## src/rtl/uart_pkg.sv

```systemverilog
package uart_pkg;
	localparam logic [7:0] MODE_ADDR = 8'h00;
	localparam logic [7:0] STAT_ADDR = 8'h04;
	localparam logic [7:0] BAUD_ADDR = 8'h08;
	localparam logic [7:0] TXD_ADDR  = 8'h0C;
	localparam logic [7:0] RXD_ADDR  = 8'h10;
	localparam logic [7:0] FLAG_ADDR = 8'h14;
	localparam logic [7:0] OSC_ADDR  = 8'h18;
	localparam int TXE_BIT    = 7;
	localparam int RXE_BIT    = 6;
	localparam int PAR_HI     = 5;
	localparam int PAR_LO     = 4;
	localparam int CHAR8_BIT  = 3;
	localparam int STOP2_BIT  = 2;
	localparam int EXTCLK_BIT = 0;
	localparam int PE_BIT     = 2;
	localparam int FE_BIT     = 1;
	localparam int OE_BIT     = 0;
	localparam int TXC_BIT    = 0;
	localparam int RXF_BIT    = 1;
	localparam int HALVE_BIT  = 0;
	localparam logic [7:0] MODE_RST = 8'h00;
	localparam logic [7:0] BAUD_RST = 8'h00;
	localparam logic [7:0] OSC_RST  = 8'h00;
	localparam logic [4:0] BASE_COUNT = 5'h10;
	localparam logic [3:0] TPS_SLOW   = 4'h0;
	localparam logic [3:0] N_SLOW     = 4'hB;
	localparam logic [3:0] TPS_FIRST  = 4'h5;
	localparam logic [3:0] TPS_LAST   = 4'hE;
	localparam logic [3:0] TPS_OFFSET = 4'h4;
	localparam logic [2:0] BITS7 = 3'h6;
	localparam logic [2:0] BITS8 = 3'h7;
	typedef enum logic [1:0] {
		PAR_NONE = 2'h0,
		PAR_ZERO = 2'h1,
		PAR_ODD  = 2'h2,
		PAR_EVEN = 2'h3
	} parity_e;
	typedef enum logic [2:0] {
		S_IDLE  = 3'b000,
		S_START = 3'b001,
		S_DATA  = 3'b011,
		S_PAR   = 3'b010,
		S_STOP  = 3'b110
	} frame_e;
endpackage

```

## src/rtl/half_bit_timer.sv

```systemverilog
`timescale 1ns/1ps
`default_nettype none
module half_bit_timer (
	input  wire logic       clk_i,
	input  wire logic       rst_i,
	input  wire logic       restart_i,
	input  wire logic       tick_i,
	input  wire logic [3:0] k_i,
	output logic            half_o
);
	import uart_pkg::*;
	logic [4:0] count_q;
	logic [4:0] last;
	assign last = BASE_COUNT + {1'b0, k_i} - 5'h01;
	always_ff @(posedge clk_i) begin
		if (rst_i || restart_i) begin
			count_q <= 5'h00;
			half_o  <= 1'b0;
		end else if (tick_i && count_q == last) begin
			count_q <= 5'h00;
			half_o  <= 1'b1;
		end else begin
			if (tick_i) begin
				count_q <= count_q + 5'h01;
			end
			half_o <= 1'b0;
		end
	end
endmodule
`default_nettype wire

```

## src/rtl/async_serial_uart.sv

```systemverilog
// Operation
// - External pin clock: bit rate is pin frequency over two times (16 plus k).
// - Frame: start, 7 or 8 data, optional parity, one or two stops.
// - Seven-bit mode ignores transmit bit 7 and returns received bit 7 zero.
// - Even parity: transmit makes total ones even; odd total received is error.
// - Odd parity: transmit makes total ones odd; even total received is error.
// - Zero parity sends zero and never checks the received parity bit.
// - No parity: no parity bit sent, none expected, no parity error.
// - Writing transmit data starts a frame with start, parity, stops added.
// - When the shifter empties, raise transmit-complete request and set its flag.
// - Receiving happens only while receive enable is set, on the baud clock.
// - Low line starts counter; low again at half bit confirms start, realigns.
// - Receiver finishes after one stop bit even with two configured.
// - Frame end moves data to buffer and requests, also on errors.
// - Clearing receive enable mid-frame aborts without buffer, status or requests.
// - Errors set status flags and request error before the completion request.
// - Parity mismatch, missing stop bit, and unread buffer overrun are errors.
// - Buffer read or next completion clears status; new errors set again.
// - Late receive disable keeps, updates, or updates and requests by progress; this design discards the frame at any point before the stop sample.
// - Main clock: bit rate is clock over two to n times (16 plus k) with oscillator bit 0 set, two to n plus one times when it is clear.
//
// The Wishbone register port and the register offsets were chosen for this implementation.
`timescale 1ns/1ps
`default_nettype none
module async_serial_uart (
	input  wire logic        clk_i,
	input  wire logic        rst_i,
	input  wire logic        cyc_i,
	input  wire logic        stb_i,
	input  wire logic        we_i,
	input  wire logic [7:0]  adr_i,
	input  wire logic [3:0]  sel_i,
	input  wire logic [31:0] dat_i,
	output logic      [31:0] dat_o,
	output logic             ack_o,
	input  wire logic        rxd_i,
	input  wire logic        ext_baud_clock_pin_i,
	output logic             txd_o,
	output logic             tx_complete_request_o,
	output logic             rx_complete_request_o,
	output logic             rx_error_request_o
);
	import uart_pkg::*;

	logic [7:0] async_mode_reg_q;
	logic [7:0] baud_gen_control_q;
	logic [7:0] oscillator_mode_reg_q;
	logic [2:0] async_error_status_q;
	logic [7:0] rx_buffer_q;
	logic       tx_complete_flag_q;
	logic       rx_full_q;
	logic       req_take;
	logic       wr;
	logic       rd_rxbuf;
	logic       clr_txflag;
	parity_e    parity;
	logic [2:0] last_bit;
	logic [3:0] baud_divisor_k;

	assign req_take   = cyc_i && stb_i && !ack_o;
	assign wr         = req_take && we_i && sel_i[0];
	assign rd_rxbuf   = req_take && !we_i && adr_i == RXD_ADDR;
	assign clr_txflag = wr && adr_i == FLAG_ADDR && dat_i[TXC_BIT];
	assign parity     = parity_e'(async_mode_reg_q[PAR_HI:PAR_LO]);
	assign last_bit   = async_mode_reg_q[CHAR8_BIT] ? BITS8 : BITS7;
	assign baud_divisor_k = baud_gen_control_q[3:0];

	always_ff @(posedge clk_i) begin
		if (rst_i) begin
			async_mode_reg_q      <= MODE_RST;
			baud_gen_control_q    <= BAUD_RST;
			oscillator_mode_reg_q <= OSC_RST;
		end else if (wr) begin
			if (adr_i == MODE_ADDR) begin
				async_mode_reg_q <= dat_i[7:0];
			end else if (adr_i == BAUD_ADDR) begin
				baud_gen_control_q <= dat_i[7:0];
			end else if (adr_i == OSC_ADDR) begin
				oscillator_mode_reg_q <= dat_i[7:0];
			end
		end
	end

	always_ff @(posedge clk_i) begin
		if (rst_i) begin
			ack_o <= 1'b0;
			dat_o <= 32'h0000_0000;
		end else begin
			ack_o <= req_take;
			dat_o <= 32'h0000_0000;
			if (req_take && !we_i) begin
				if (adr_i == MODE_ADDR) begin
					dat_o[7:0] <= async_mode_reg_q;
				end else if (adr_i == STAT_ADDR) begin
					dat_o[2:0] <= async_error_status_q;
				end else if (adr_i == BAUD_ADDR) begin
					dat_o[7:0] <= baud_gen_control_q;
				end else if (adr_i == RXD_ADDR) begin
					dat_o[7:0] <= rx_buffer_q;
				end else if (adr_i == FLAG_ADDR) begin
					dat_o[TXC_BIT] <= tx_complete_flag_q;
					dat_o[RXF_BIT] <= rx_full_q;
				end else if (adr_i == OSC_ADDR) begin
					dat_o[7:0] <= oscillator_mode_reg_q;
				end
			end
		end
	end

	// Baud source: pin edges, or main clock through the prescaler.
	logic        ext_q;
	logic        fxx_q;
	logic [10:0] pre_q;
	logic [3:0]  tps;
	logic [3:0]  n;
	logic [10:0] pre_last;
	logic        fxx_en;
	logic        src_tick;
	assign tps    = baud_gen_control_q[7:4];
	assign fxx_en = oscillator_mode_reg_q[HALVE_BIT] || fxx_q;
	always_comb begin
		if (tps == TPS_SLOW) begin
			n = N_SLOW;
		end else if (tps >= TPS_FIRST && tps <= TPS_LAST) begin
			n = tps - TPS_OFFSET;
		end else begin
			n = 4'h1;
		end
	end
	assign pre_last = (11'h001 << (n - 4'h1)) - 11'h001;
	assign src_tick = async_mode_reg_q[EXTCLK_BIT] ? (ext_baud_clock_pin_i && !ext_q)
	                                               : (fxx_en && pre_q == pre_last);

	always_ff @(posedge clk_i) begin
		if (rst_i) begin
			ext_q <= 1'b0;
			fxx_q <= 1'b0;
			pre_q <= 11'h000;
		end else begin
			ext_q <= ext_baud_clock_pin_i;
			fxx_q <= !fxx_q;
			if (fxx_en) begin
				pre_q <= (pre_q >= pre_last) ? 11'h000 : pre_q + 11'h001;
			end
		end
	end

	// Transmitter.
	frame_e     tx_state_q;
	logic [7:0] tx_shift_reg_q;
	logic [2:0] tx_bit_q;
	logic       tx_phase_q;
	logic       tx_par_q;
	logic       tx_restart;
	logic       tx_half;
	logic       tx_bit_end;
	logic       tx_load;
	logic       tx_done;
	assign tx_load    = wr && adr_i == TXD_ADDR && tx_state_q == S_IDLE
	                    && async_mode_reg_q[TXE_BIT];
	assign tx_restart = tx_load;
	assign tx_bit_end = tx_half && tx_phase_q;
	assign tx_done    = tx_bit_end && tx_state_q == S_STOP && async_mode_reg_q[TXE_BIT]
	                    && (tx_bit_q[0] || !async_mode_reg_q[STOP2_BIT]);

	half_bit_timer tx_timer (
		.clk_i     (clk_i),
		.rst_i     (rst_i),
		.restart_i (tx_restart),
		.tick_i    (src_tick),
		.k_i       (baud_divisor_k),
		.half_o    (tx_half)
	);

	always_ff @(posedge clk_i) begin
		if (rst_i || !async_mode_reg_q[TXE_BIT]) begin
			tx_state_q     <= S_IDLE;
			tx_shift_reg_q <= 8'hFF;
			tx_bit_q       <= 3'h0;
			tx_phase_q     <= 1'b0;
			tx_par_q       <= 1'b0;
			txd_o          <= 1'b1;
		end else if (tx_load) begin
			tx_state_q <= S_START;
			// drop bit 7 in seven-bit mode.
			tx_shift_reg_q <= async_mode_reg_q[CHAR8_BIT] ? dat_i[7:0] : {1'b0, dat_i[6:0]};
			tx_bit_q   <= 3'h0;
			tx_phase_q <= 1'b0;
			txd_o      <= 1'b0;
			if (parity == PAR_EVEN) begin
				tx_par_q <= ^dat_i[6:0] ^ (async_mode_reg_q[CHAR8_BIT] & dat_i[7]);
			end else if (parity == PAR_ODD) begin
				tx_par_q <= ~(^dat_i[6:0] ^ (async_mode_reg_q[CHAR8_BIT] & dat_i[7]));
			end else begin
				tx_par_q <= 1'b0;
			end
		end else if (tx_half) begin
			tx_phase_q <= !tx_phase_q;
			if (tx_phase_q) begin
				case (tx_state_q)
					S_START: begin
						tx_state_q     <= S_DATA;
						txd_o          <= tx_shift_reg_q[0];
						tx_shift_reg_q <= {1'b1, tx_shift_reg_q[7:1]};
					end
					S_DATA: begin
						if (tx_bit_q == last_bit) begin
							tx_bit_q <= 3'h0;
							if (parity == PAR_NONE) begin
								tx_state_q <= S_STOP;
								txd_o      <= 1'b1;
							end else begin
								tx_state_q <= S_PAR;
								txd_o      <= tx_par_q;
							end
						end else begin
							tx_bit_q       <= tx_bit_q + 3'h1;
							txd_o          <= tx_shift_reg_q[0];
							tx_shift_reg_q <= {1'b1, tx_shift_reg_q[7:1]};
						end
					end
					S_PAR: begin
						tx_state_q <= S_STOP;
						txd_o      <= 1'b1;
					end
					S_STOP: begin
						tx_bit_q <= tx_bit_q + 3'h1;
						if (tx_done) begin
							tx_state_q <= S_IDLE;
						end
					end
					default: begin
						tx_state_q <= S_IDLE;
						txd_o      <= 1'b1;
					end
				endcase
			end
		end
	end

	always_ff @(posedge clk_i) begin
		if (rst_i) begin
			tx_complete_request_o <= 1'b0;
			tx_complete_flag_q    <= 1'b0;
		end else begin
			tx_complete_request_o <= tx_done;
			if (tx_done) begin
				tx_complete_flag_q <= 1'b1;
			end else if (clr_txflag) begin
				tx_complete_flag_q <= 1'b0;
			end
		end
	end

	// Receiver.
	frame_e     rx_state_q;
	logic [7:0] rx_shift_q;
	logic [2:0] rx_bit_q;
	logic       rx_phase_q;
	logic       rx_ones_q;
	logic       rx_half;
	logic       rx_restart;
	logic       rx_sample;
	logic       rx_en;
	logic       rx_done;
	logic [2:0] rx_err;
	logic       rx_pe;
	assign rx_en      = async_mode_reg_q[RXE_BIT];
	assign rx_restart = rx_en && ((rx_state_q == S_IDLE && !rxd_i)
	                    || (rx_state_q == S_START && rx_half && !rxd_i));
	assign rx_sample  = rx_half && rx_phase_q;
	// one stop bit ends the frame.
	assign rx_done    = rx_en && rx_sample && rx_state_q == S_STOP;
	assign rx_pe      = (parity == PAR_EVEN && rx_ones_q) || (parity == PAR_ODD && !rx_ones_q);
	assign rx_err[PE_BIT] = rx_pe;
	assign rx_err[FE_BIT] = !rxd_i;
	assign rx_err[OE_BIT] = rx_full_q && !rd_rxbuf;

	half_bit_timer rx_timer (
		.clk_i     (clk_i),
		.rst_i     (rst_i),
		.restart_i (rx_restart),
		.tick_i    (src_tick),
		.k_i       (baud_divisor_k),
		.half_o    (rx_half)
	);

	// receive only while enabled; abort at once.
	always_ff @(posedge clk_i) begin
		if (rst_i || !rx_en) begin
			rx_state_q <= S_IDLE;
			rx_shift_q <= 8'h00;
			rx_bit_q   <= 3'h0;
			rx_phase_q <= 1'b0;
			rx_ones_q  <= 1'b0;
		end else if (rx_restart) begin
			rx_state_q <= (rx_state_q == S_IDLE) ? S_START : S_DATA;
			rx_phase_q <= 1'b0;
			rx_bit_q   <= 3'h0;
			rx_ones_q  <= 1'b0;
			rx_shift_q <= 8'h00;
		end else if (rx_state_q == S_START && rx_half) begin
			rx_state_q <= S_IDLE;
		end else if (rx_half) begin
			rx_phase_q <= !rx_phase_q;
			if (rx_phase_q) begin
				case (rx_state_q)
					S_DATA: begin
						rx_ones_q <= rx_ones_q ^ rxd_i;
						rx_shift_q[rx_bit_q] <= rxd_i;
						rx_bit_q <= rx_bit_q + 3'h1;
						if (rx_bit_q == last_bit) begin
							rx_state_q <= (parity == PAR_NONE) ? S_STOP : S_PAR;
						end
					end
					S_PAR: begin
						rx_ones_q  <= rx_ones_q ^ rxd_i;
						rx_state_q <= S_STOP;
					end
					default: begin
						rx_state_q <= S_IDLE;
					end
				endcase
			end
		end
	end

	always_ff @(posedge clk_i) begin
		if (rst_i) begin
			rx_buffer_q          <= 8'h00;
			rx_full_q            <= 1'b0;
			async_error_status_q <= 3'h0;
		end else if (rx_done) begin
			rx_buffer_q          <= rx_shift_q;
			rx_full_q            <= 1'b1;
			async_error_status_q <= rx_err;
		end else if (rd_rxbuf) begin
			rx_full_q            <= 1'b0;
			async_error_status_q <= 3'h0;
		end
	end

	// error request one cycle ahead of completion.
	always_ff @(posedge clk_i) begin
		if (rst_i) begin
			rx_error_request_o    <= 1'b0;
			rx_complete_request_o <= 1'b0;
		end else begin
			rx_error_request_o    <= rx_done && (rx_err != 3'h0);
			rx_complete_request_o <= rx_error_request_o || (rx_done && rx_err == 3'h0);
		end
	end
endmodule
`default_nettype wire

```

## config.mk

```make
export PLATFORM = sky130hd
export DESIGN_NAME = async_serial_uart
export DESIGN_NICKNAME = d
export VERILOG_FILES = /design/src/rtl/uart_pkg.sv /design/src/rtl/half_bit_timer.sv /design/src/rtl/async_serial_uart.sv
export SDC_FILE = /design/constraint.sdc
export NUM_CORES = 1
export LEC_CHECK = 0
export BUFFER_PORTS_ARGS = -buffer_cell sky130_fd_sc_hd__buf_2
export CORE_AREA = 5 5 129 131
export CTS_BUF_LIST = sky130_fd_sc_hd__clkbuf_16
export CTS_CLUSTER_SIZE = 8
export DETAILED_ROUTE_END_ITERATION = 8
export DIE_AREA = 0 0 134 136
export SLEW_MARGIN = 0
export SYNTH_ARGS = -nofsm -noshare
export SYNTH_HDL_FRONTEND = slang
export SYNTH_HIERARCHICAL = 1
export SYNTH_SLANG_ARGS = --single-unit
```

## constraint.sdc

```tcl
create_clock -name clk_i -period 4.3 [get_ports clk_i]
set_input_delay 0.215 -clock clk_i [delete_from_list [all_inputs] [get_ports clk_i]]
set_output_delay 0.215 -clock clk_i [all_outputs]
set_load 0.005 [all_outputs]
```

---- Word-level counts from Yosys, hierarchy flattened ----
Index checks and enable logic that the tools add are counted.
storage, ports and cells
  word-level logic and storage cells ...... 226
  bits of input ports ..................... 51
  output and inout bits ................... 37
  register bits ........................... 131
operators by class
  reductions and logical operators ........ 88
  equal/unequal tests ..................... 28
  $lt $le $gt $ge ......................... 5
  muxes and demuxes ....................... 54
  shift operators ......................... 1
  add/subtract/negate cells ............... 10
  bitwise operators ....................... 8
operators by type and width
  cell                                                  number
  two-way mux 8 bit                                     9
  two-way mux 3 bit                                     12
  logical AND 1 bit                                     33
  equality test 8 x 5 -> 1 bit (second input constant)  3
  AND reduction 4 bit                                   6
  two-way mux 1 bit                                     19
  equality test 8 x 4 -> 1 bit (second input constant)  2
  one-hot mux 8 bit (2 select lines)                    1
  equality test 3 x 2 -> 1 bit (second input constant)  4
  zero test 1 bit                                       12
  one-hot mux 3 bit (2 select lines)                    2
  one-hot mux 3 bit (4 select lines)                    1
  AND reduction 3 bit                                   4
  nonzero test 3 bit                                    4
  OR reduction 2 bit                                    6
  adder 11 x 1 -> 11 bit (second input constant)        1
  equality test 11 bit                                  1
  greater-or-equal comparator 11 bit                    1
  two-way mux 11 bit                                    1
  << shifter 1 x 4 -> 11 bit (first input constant)     1
  subtractor 11 x 1 -> 11 bit (second input constant)   1
  adder 5 x 1 -> 5 bit (second input constant)          2
  equality test 5 bit                                   2
  nonzero test 2 bit                                    5
  35 further kinds                                      61

---- Longest topological paths before layout ----
Gate-level depths: netlist of the first run.
  word-level depth ........................ 12
  mapped depth ............................ 19
  mapped depth without buffers ............ 17

---- By module ----
The synthesis of the first run kept the hierarchy.
modules (own cells, without submodules)
  module             area an instance (µm²)  cells each  sequential area each (µm²)  times used
  async_serial_uart  5212.5                  613         1901.8                      1
  half_bit_timer     386.6                   39          120.1                       2

---- Least setup slack after synthesis of the first run ----
Ideal clock, no wire load.
  path kind ............................... flip-flop to flip-flop
  start ................................... register baud_gen_control_q[6]
  end ..................................... register tx_timer.half_o
  arrival time ............................ 4408 ps
  required time ........................... 4227 ps
  setup time .............................. 73 ps
  period minus slack after synthesis ...... 4481 ps
  path buffers ............................ 2
  stages on the path, launching flop included .. 20
  slack ................................... -181 ps
  path through ............................ dfxtp_1 > clkbuf_1 > inv_1 > ha_1 > o21ai_0 > o21ai_0 > o21ai_0 > ha_1 > nand2_1 > nor4b_1 > mux2i_1 > ha_1 > nand4_1 > nor3_1 > nand4_1 > o22ai_1 > clkdlybuf4s15_1 > nand3_1 > a211oi_2 > nor3b_2
on the way
  longest elaborated chain between the ends .. 12
  elaborated cells on any way between the ends .. 15
  classes of those cells .................. add/sub: 3; order compare: 2; eq/ne: 1; shift: 1; mux: 4; reduce/logical: 4
RTL lines
  element                                                                                   RTL line                  text
  from (decl)                                                                               async_serial_uart.sv:46   logic [7:0] baud_gen_control_q;
  from (signal assigned)                                                                    async_serial_uart.sv:77   baud_gen_control_q <= dat_i[7:0];
  greater-or-equal comparator 4 x 3 -> 1 bit / <= comparator 4 bit (equally long branches)  async_serial_uart.sv:124  end else if (tps >= TPS_FIRST && tps <= TPS_LAST) begin
  logical AND 1 bit                                                                         async_serial_uart.sv:124
  two-way mux 4 bit                                                                         async_serial_uart.sv:124
  two-way mux 4 bit *                                                                       async_serial_uart.sv:122  if (tps == TPS_SLOW) begin
  subtractor 4 x 1 -> 4 bit *                                                               async_serial_uart.sv:130  assign pre_last = (11'h001 << (n - 4'h1)) - 11'h001;
  << shifter 1 x 4 -> 11 bit *                                                              async_serial_uart.sv:130
  subtractor 11 x 1 -> 11 bit *                                                             async_serial_uart.sv:130
  equality test 11 bit *                                                                    async_serial_uart.sv:132  : (fxx_en && pre_q == pre_last);
  logical AND 1 bit *                                                                       async_serial_uart.sv:132
  two-way mux 1 bit *                                                                       async_serial_uart.sv:131  assign src_tick = async_mode_reg_q[EXTCLK_BIT] ? (ext_baud_clock_pin_i && !ext_q)
  named net src_tick                                                                        async_serial_uart.sv:118  logic src_tick;
  logical AND 1 bit *                                                                       half_bit_timer.sv:19      end else if (tick_i && count_q == last) begin
  two-way mux 1 bit *                                                                       half_bit_timer.sv:19
  to (signal assigned)                                                                      half_bit_timer.sv:18      half_o <= 1'b0;
  to (signal assigned)                                                                      half_bit_timer.sv:21      half_o <= 1'b1;
  to (signal assigned)                                                                      half_bit_timer.sv:26      half_o <= 1'b0;
  to (decl)                                                                                 half_bit_timer.sv:9       output logic half_o
Mark *: on every way through the listed nets, which the timed path passes. The rest lies on a longest branch.
A chain may end at the register's enable or synchronous reset.

---- Final worst setup path of the first run ----
  start ................................... register baud_gen_control_q[7]
  end ..................................... register pre_q[3]
on the way
  longest elaborated chain between the ends .. 9
  elaborated cells on any way between the ends .. 12
  classes of those cells .................. add/sub: 3; order compare: 3; shift: 1; mux: 3; reduce/logical: 2
RTL lines
  element                                                                                   RTL line                  text
  greater-or-equal comparator 4 x 3 -> 1 bit / <= comparator 4 bit (equally long branches)  async_serial_uart.sv:124
  logical AND 1 bit                                                                         async_serial_uart.sv:124
  two-way mux 4 bit                                                                         async_serial_uart.sv:124
  two-way mux 4 bit *                                                                       async_serial_uart.sv:122
  subtractor 4 x 1 -> 4 bit *                                                               async_serial_uart.sv:130
  << shifter 1 x 4 -> 11 bit *                                                              async_serial_uart.sv:130
  subtractor 11 x 1 -> 11 bit *                                                             async_serial_uart.sv:130
  greater-or-equal comparator 11 bit *                                                      async_serial_uart.sv:143  pre_q <= (pre_q >= pre_last) ? 11'h000 : pre_q + 11'h001;
  two-way mux 11 bit *                                                                      async_serial_uart.sv:143
  to (signal assigned)                                                                      async_serial_uart.sv:143
  to (decl)                                                                                 async_serial_uart.sv:113  logic [10:0] pre_q;
Mark *: on every way between the ends. The rest lies on a longest branch, timed or not.

==> impl_metrics.toml, run 1 <==
[pwr]
powerDensity_mw_per_mm2 = 310
leakage_nw = 2.67
power.total_mw = 2.06
ir_drop_mv = 0.181

[global_route]
groute.usage.overall_pct = 16.1
grt_pass1_vias = 4764
grt_pass1_wl_mm = 23.7
grt_overflow = 0
grt_max_degree = 42
antenna_found_initial = 0

[floorplanning]
row_count = 46
dieArea_mm2 = 0.0182
start_util_pct = 38.7
die_y_um = 136
ios = 88
die_x_um = 134
core_mm2 = 0.0155

[outcome]
status = "completed"

[timing]
grt_setup_unrepaired = "false"
drv_slew = 0
period_needed_ns = 3.94
post-route-period-util_pct = 91.6
hold_violations = 0
slew_headroom_pct = 17.3
whs_ns = 0.0933
fin_tns_setup_ns = 0
clock-skew-final_ns = 0.0121
tightestPinTransition_ns = 1.22
clock.fmax_ghz = 0.254
finalSetupViolCount = 0

[flow_run]
max-cap-violations = 0

[detailed_routing]
routedWlPerCell_um = 15.7
antenna_left = 0
first_pass_iters = 5
vias_per_cell = 5.38
route.detailed.drc = 0
drt-total-wl_mm = 14.3
via_count = 4914
drt_iter0_markers = 363

[synth]
yosysMostFrequentCell = "dfxtp_1"
synth_ff_type = "dfxtp_1"
yosys_warnings = 6
synth_edf_count = 0
synth_top_area_cell = "dfxtp_1"
synth_common_cells = "dfxtp_1, nor2_1, nand2_1"
ys_ff_latch = 107
synth_cell_type_count = 71
synth_async_sr_flop_share_pct = 0
synth_area_per_cell_um2 = 8.66
synth_top_area_share_pct = 35.8
netlist_area_mm2 = 0.00599
synthCells = 691
ys_seq_area_share_pct = 35.8
synth_area_leaders = "dfxtp_1, mux2i_1, nor2_1"

[worst_hold_path]
hold_class = "primary input to flip-flop"

[placement]
portBuffers = 36
dp_hpwl_mm = 10.6
place.gp.congestion = 0.895

[worst_setup_path]
arrival_ns = 4.23
cp_top_family = "simple AND/OR/NAND/NOR gates"
critPathLaunchType = "flip-flop"
crit_fanout = 9
path_cells = "buf_4, ha_1, nand2b_1, a22o_1, o21ai_1, ha_2, nand2_1, nor4b_2, mux2i_1, ha_1, nand4_1, buf_4, nor4_1, a2111o_1, or4_1, a31oi_1"
crit_path_end_kind = "flip-flop"
crit_type = "flip-flop to flip-flop"
cp_slowest_cell = "or4_1"
worst_ep_required_time_ns = 4.59
critPathBufInv = 2
critPathMaxStageDelay_ns = 0.49

[cts]
cts_num_sinks = 107
clk_pin_slew_ns = 0.08
cts_buffers = 9
clk_path_buf_depth = 2
htreeDepth = 3
clk_latency_ns = 0.36
cts_tree = "built"
root_buffer = "clkbuf_16"

[final_layout]
diodes = 0
drive_gt1_share_pct = 13.7
fin_nets = 790
syn2layout_area_growth_pct = 11.4
nFillCells = 1527
[layer usage]
layer	vias to the layer above	global-route usage (%)	routed length, um
li1	2470	-	-
met1	2333	21.8	6870
met2	90	25.4	6590
met3	21	2.92	531
met4	0	6.91	337
met5	-	0	0
[power by group]
group	switching, mW	internal (mW)	total [mW]	leakage, nW
sequential	0.00260	0.993	0.995	0.864
combinational	0.0548	0.0304	0.0852	1.63
clock	0.403	0.581	0.984	0.174
total	0.460	1.60	2.06	2.67
[cell usage in the layout (no fill, tap or decap), drive strengths merged, types with 12 or more instances in the layout]
master,n
a211oi,12
a21oi,28
buf,48
conb,24
dfxtp,107
ha,22
inv,20
mux2i,39
nand2,56
nand3,24
nor2,80
nor2b,20
nor3,14
nor4,14
o21ai,25
xnor2,25
xor2,18
[state kept, by name (all words and copies together) (netlist names), 5 cells and up]
| signal | flops |
|---|---|
| async_mode_reg_q | 8 |
| baud_gen_control_q | 8 |
| dat_o | 8 |
| oscillator_mode_reg_q | 8 |
| pre_q | 11 |
| rx_buffer_q | 8 |
| rx_shift_q | 8 |
| rx_timer/count_q | 5 |
| tx_shift_reg_q | 8 |
| tx_timer/count_q | 5 |
[per-stage QoR]
stage | worst slack, ns | instances | utilization, % | instance area [um2]
6_report | 0.362 | 914 | 43.0 | 6670
5_1_grt | 0.00157 | 914 | 43.0 | 6670
4_1_cts | 0.0188 | 911 | 42.7 | 6610
3_5_place_dp | 0.0244 | 895 | 40.3 | 6240
3_3_place_gp | 0.0465 | 895 | 40.3 | 6240
2_1_floorplan | 0.00852 | 714 | - | 6070
[cell families after synthesis]
family          after synthesis  share of synthesized area [%]
simple gates                285                           25.2
other cells                   1                         0.0626
mux                          44                           8.40
buf+inv                      73                           6.40
xor+xnor                     44                           6.67
flops                       107                           35.8
compound gates              115                           12.9
fa+ha+maj                    22                           4.60
[layout make-up]
cell class / count / area [um2] / area share (%)
multi-input combinational: 534 / 3590 / 53.9
sequential: 107 / 2140 / 32.2
timing repair buffer: 48 / 270 / 4.05
tap: 192 / 240 / 3.60
clock buffer: 9 / 225 / 3.38
clock inverter: 7 / 130 / 1.95
inverter: 17 / 63.8 / 0.957
[final timing paths]
kind | startpoint | endpoint | slack [ns] | cells after the start
setup / recovery | baud_gen_control_q[7] | pre_q[3] | 0.36 | 16
hold / removal | ext_baud_clock_pin_i | ext_q | 0.09 | 2
setup reg to reg | baud_gen_control_q[7] | pre_q[3] | 0.36 | 16
hold reg to reg | fxx_q | fxx_q | 0.43 | 1
[worst register-to-register path, delay by kind of cell (launching register included)]
kind	cells	cell delay (ns)
AOI/OAI and AO/OA	4	1.00
adders and majority gates	3	0.75
buffers and inverters	2	0.31
DFF	1	0.34
muxes	1	0.23
and+or+nand+nor	6	1.23
[timing repair]
action,in CTS,in global routing
setup endpoints to repair,2,21
resized for setup,2,9
pin swaps,0,8
buffers inserted,0,3
hold buffers,0,0
Power figures use the tool's default switching activity.
==> run 2: changes to the inputs <==
--- a/config.mk
+++ b/config.mk
@@ -11,6 +11,7 @@
 export CTS_CLUSTER_SIZE = 8
 export DETAILED_ROUTE_END_ITERATION = 8
 export DIE_AREA = 0 0 134 136
+export PLACE_DENSITY_LB_ADDON = 0.3
 export SLEW_MARGIN = 0
 export SYNTH_ARGS = -nofsm -noshare
 export SYNTH_HDL_FRONTEND = slang
==> constraint.sdc (replaced) <==
create_clock -name clk_i -period 4.3 [get_ports clk_i]
set_input_delay 1.075 -clock clk_i [delete_from_list [all_inputs] [get_ports clk_i]]
set_output_delay 1.075 -clock clk_i [all_outputs]
set_load 0.005 [all_outputs]
==> run 2 against run 1 <==
  * Total power down 8.8%
  * Wire length down 0.32%
  * Sequential cell count unchanged
  * Design area down 1.2%
  * First-iteration DRC count down 9.1%
  * Clock-buffer cell count unchanged
  * Critical path depth up 2
  * Final cell count unchanged
  * Non-clock buffer count unchanged
  * Die area unchanged
  * Worst setup slack worse by 0.013 ns
  * Largest power group unchanged
==> impl_metrics.toml, run 2 (same netlist as run 1, synthesis figures left out) <==
[final_layout]
regMostFlops = "pre_q"
drive_gt1_share_pct = 13.3
fin_nets = 790
largest_register_ffs = 11
final_cell_mix = "dfxtp_1, nor2_1, nand2_1"
syn2layout_area_growth_pct = 10.1
final_common_cell = "dfxtp_1"
diodes = 0
nFillCells = 1509

[detailed_routing]
route.detailed.drc = 0
drt_iter0_markers = 330
antenna_left = 0
vias_per_cell = 5.43
via_count = 4964
first_pass_iters = 5
routedWlPerCell_um = 15.6
drt-total-wl_mm = 14.3

[pwr]
internal-power_mw = 1.43
powerDensity_mw_per_mm2 = 286
ir_drop_mv = 0.170
switching_power_uw = 455
power_frac_clock_pct = 42.6
leakage_nw = 2.63
power.total_mw = 1.88
swShare_pct = 24.2
seqPwrFrac_pct = 52.9
power_frac_comb_pct = 4.5

[cts]
htreeDepth = 3
cts_buffers = 9
cts_hold_buf = 0
clk_pin_slew_ns = 0.07
root_buffer = "clkbuf_16"
clk_path_buf_depth = 2
cts_tree = "built"
cts_num_sinks = 107
clk_latency_ns = 0.35

[timing]
clock-skew-final_ns = 0.0112
tightestPinTransition_ns = 1.23
hold_violations = 0
setup_ws_ns = 0.349
post-route-period-util_pct = 91.9
finalSetupViolCount = 0
period_needed_ns = 3.95
drv_slew = 0
clock.fmax_ghz = 0.253
slew_headroom_pct = 16.9

[placement]
place.gp.congestion = 0.866
dp_slack_ns = -0.0851
dp_hpwl_mm = 10.7
portBuffers = 36

[floorplanning]
die_y_um = 136
core_mm2 = 0.0155
dieArea_mm2 = 0.0182
row_count = 46
die_x_um = 134
start_util_pct = 38.7
ios = 88

[worst_setup_path]
crit_type = "flip-flop to flip-flop"
critPathLaunchType = "flip-flop"
crit_fanout = 6
arrival_ns = 4.17
crit_path_end_kind = "flip-flop"
worst_ep_required_time_ns = 4.52
rrSetupSlack_ns = 0.35
r2r_cells = 18

[flow_run]
max-cap-violations = 0

[global_route]
groute.usage.overall_pct = 15.6
grt_pass1_vias = 4658
grt_max_degree = 46
grt_pass1_wl_mm = 23.2
antenna_found_initial = 0
grt_overflow = 0

[worst_hold_path]
min_path_cells = 1
hold_class = "flip-flop to flip-flop"

[outcome]
status = "completed"
[run 2: power groups by stage]
stage                     clock, mW  sequential, mW  combinational (mW)
after floorplan                   0            1.02              0.0663
after global placement            0            1.02              0.0827
after detailed placement          0            1.02              0.0834
after CTS                     0.822           0.995              0.0837
after global routing          0.873           0.996              0.0921
final                         0.802           0.995              0.0844
[run 2: final timing paths]
check / from / endpoint
setup / recovery: baud_gen_control_q[7] / rx_timer/count_q[2]
hold / removal: fxx_q / fxx_q
setup reg to reg: baud_gen_control_q[7] / rx_timer/count_q[2]
hold reg to reg: fxx_q / fxx_q
[run 2: layer usage]
| metal | global-route usage, % | vias to the layer above | part of all wire (%) | routed length (um) |
|---|---|---|---|---|
| met5 | 0 | - | 0 | 0 |
| met4 | 5.54 | 0 | 2.5 | 354 |
| met3 | 3.81 | 25 | 4.8 | 691 |
| met2 | 24.9 | 124 | 46 | 6580 |
| met1 | 20.7 | 2336 | 47 | 6660 |
| li1 | - | 2479 | - | - |
[run 2: area by class of cell]
class,count,area (um2),share of cell area (%)
clock inverters,7,58.8,0.893
clock buffers,9,225,3.42
multi-input cells,534,3580,54.4
well taps,192,240,3.65
repair buffers,48,270,4.10
flip-flops and latches,107,2140,32.6
inverters,17,63.8,0.969
[run 2: critical path, stage by stage, from the launching register on]
cell,delay [ns]
dfxtp_2,0.35
inv_1,0.14
ha_2,0.25
or3b_2,0.48
o21ai_0,0.17
o21ai_1,0.11
ha_2,0.22
nand2_1,0.11
nor4b_2,0.07
mux2i_1,0.15
ha_1,0.34
nand4_1,0.17
nor3_2,0.29
nand4_1,0.15
o22ai_2,0.20
nand3_1,0.16
a211oi_4,0.25
buf_4,0.17
nor4_1,0.04
[run 2: what timing repair did]
item                       in CTS  in global routing
setup endpoints to repair      12                 22
setup buffers                   0                  3
pin swaps                       0                  6
resized for setup               3                  6
[run 2: per-stage QoR]
step / util, % / setup TNS, ns / instance area [um2] / instances / hold WS, ns
global placement: 40.3 / -0.0411 / 6240 / 895 / 0.407
finish: 42.5 / 0 / 6590 / 914 / 0.424
global route: 42.5 / -0.0488 / 6590 / 914 / 0.444
CTS: 42.3 / 0 / 6550 / 911 / 0.425
floorplan: - / 0 / 6070 / 714 / 0.393
detailed placement: 40.3 / -0.339 / 6240 / 895 / 0.415
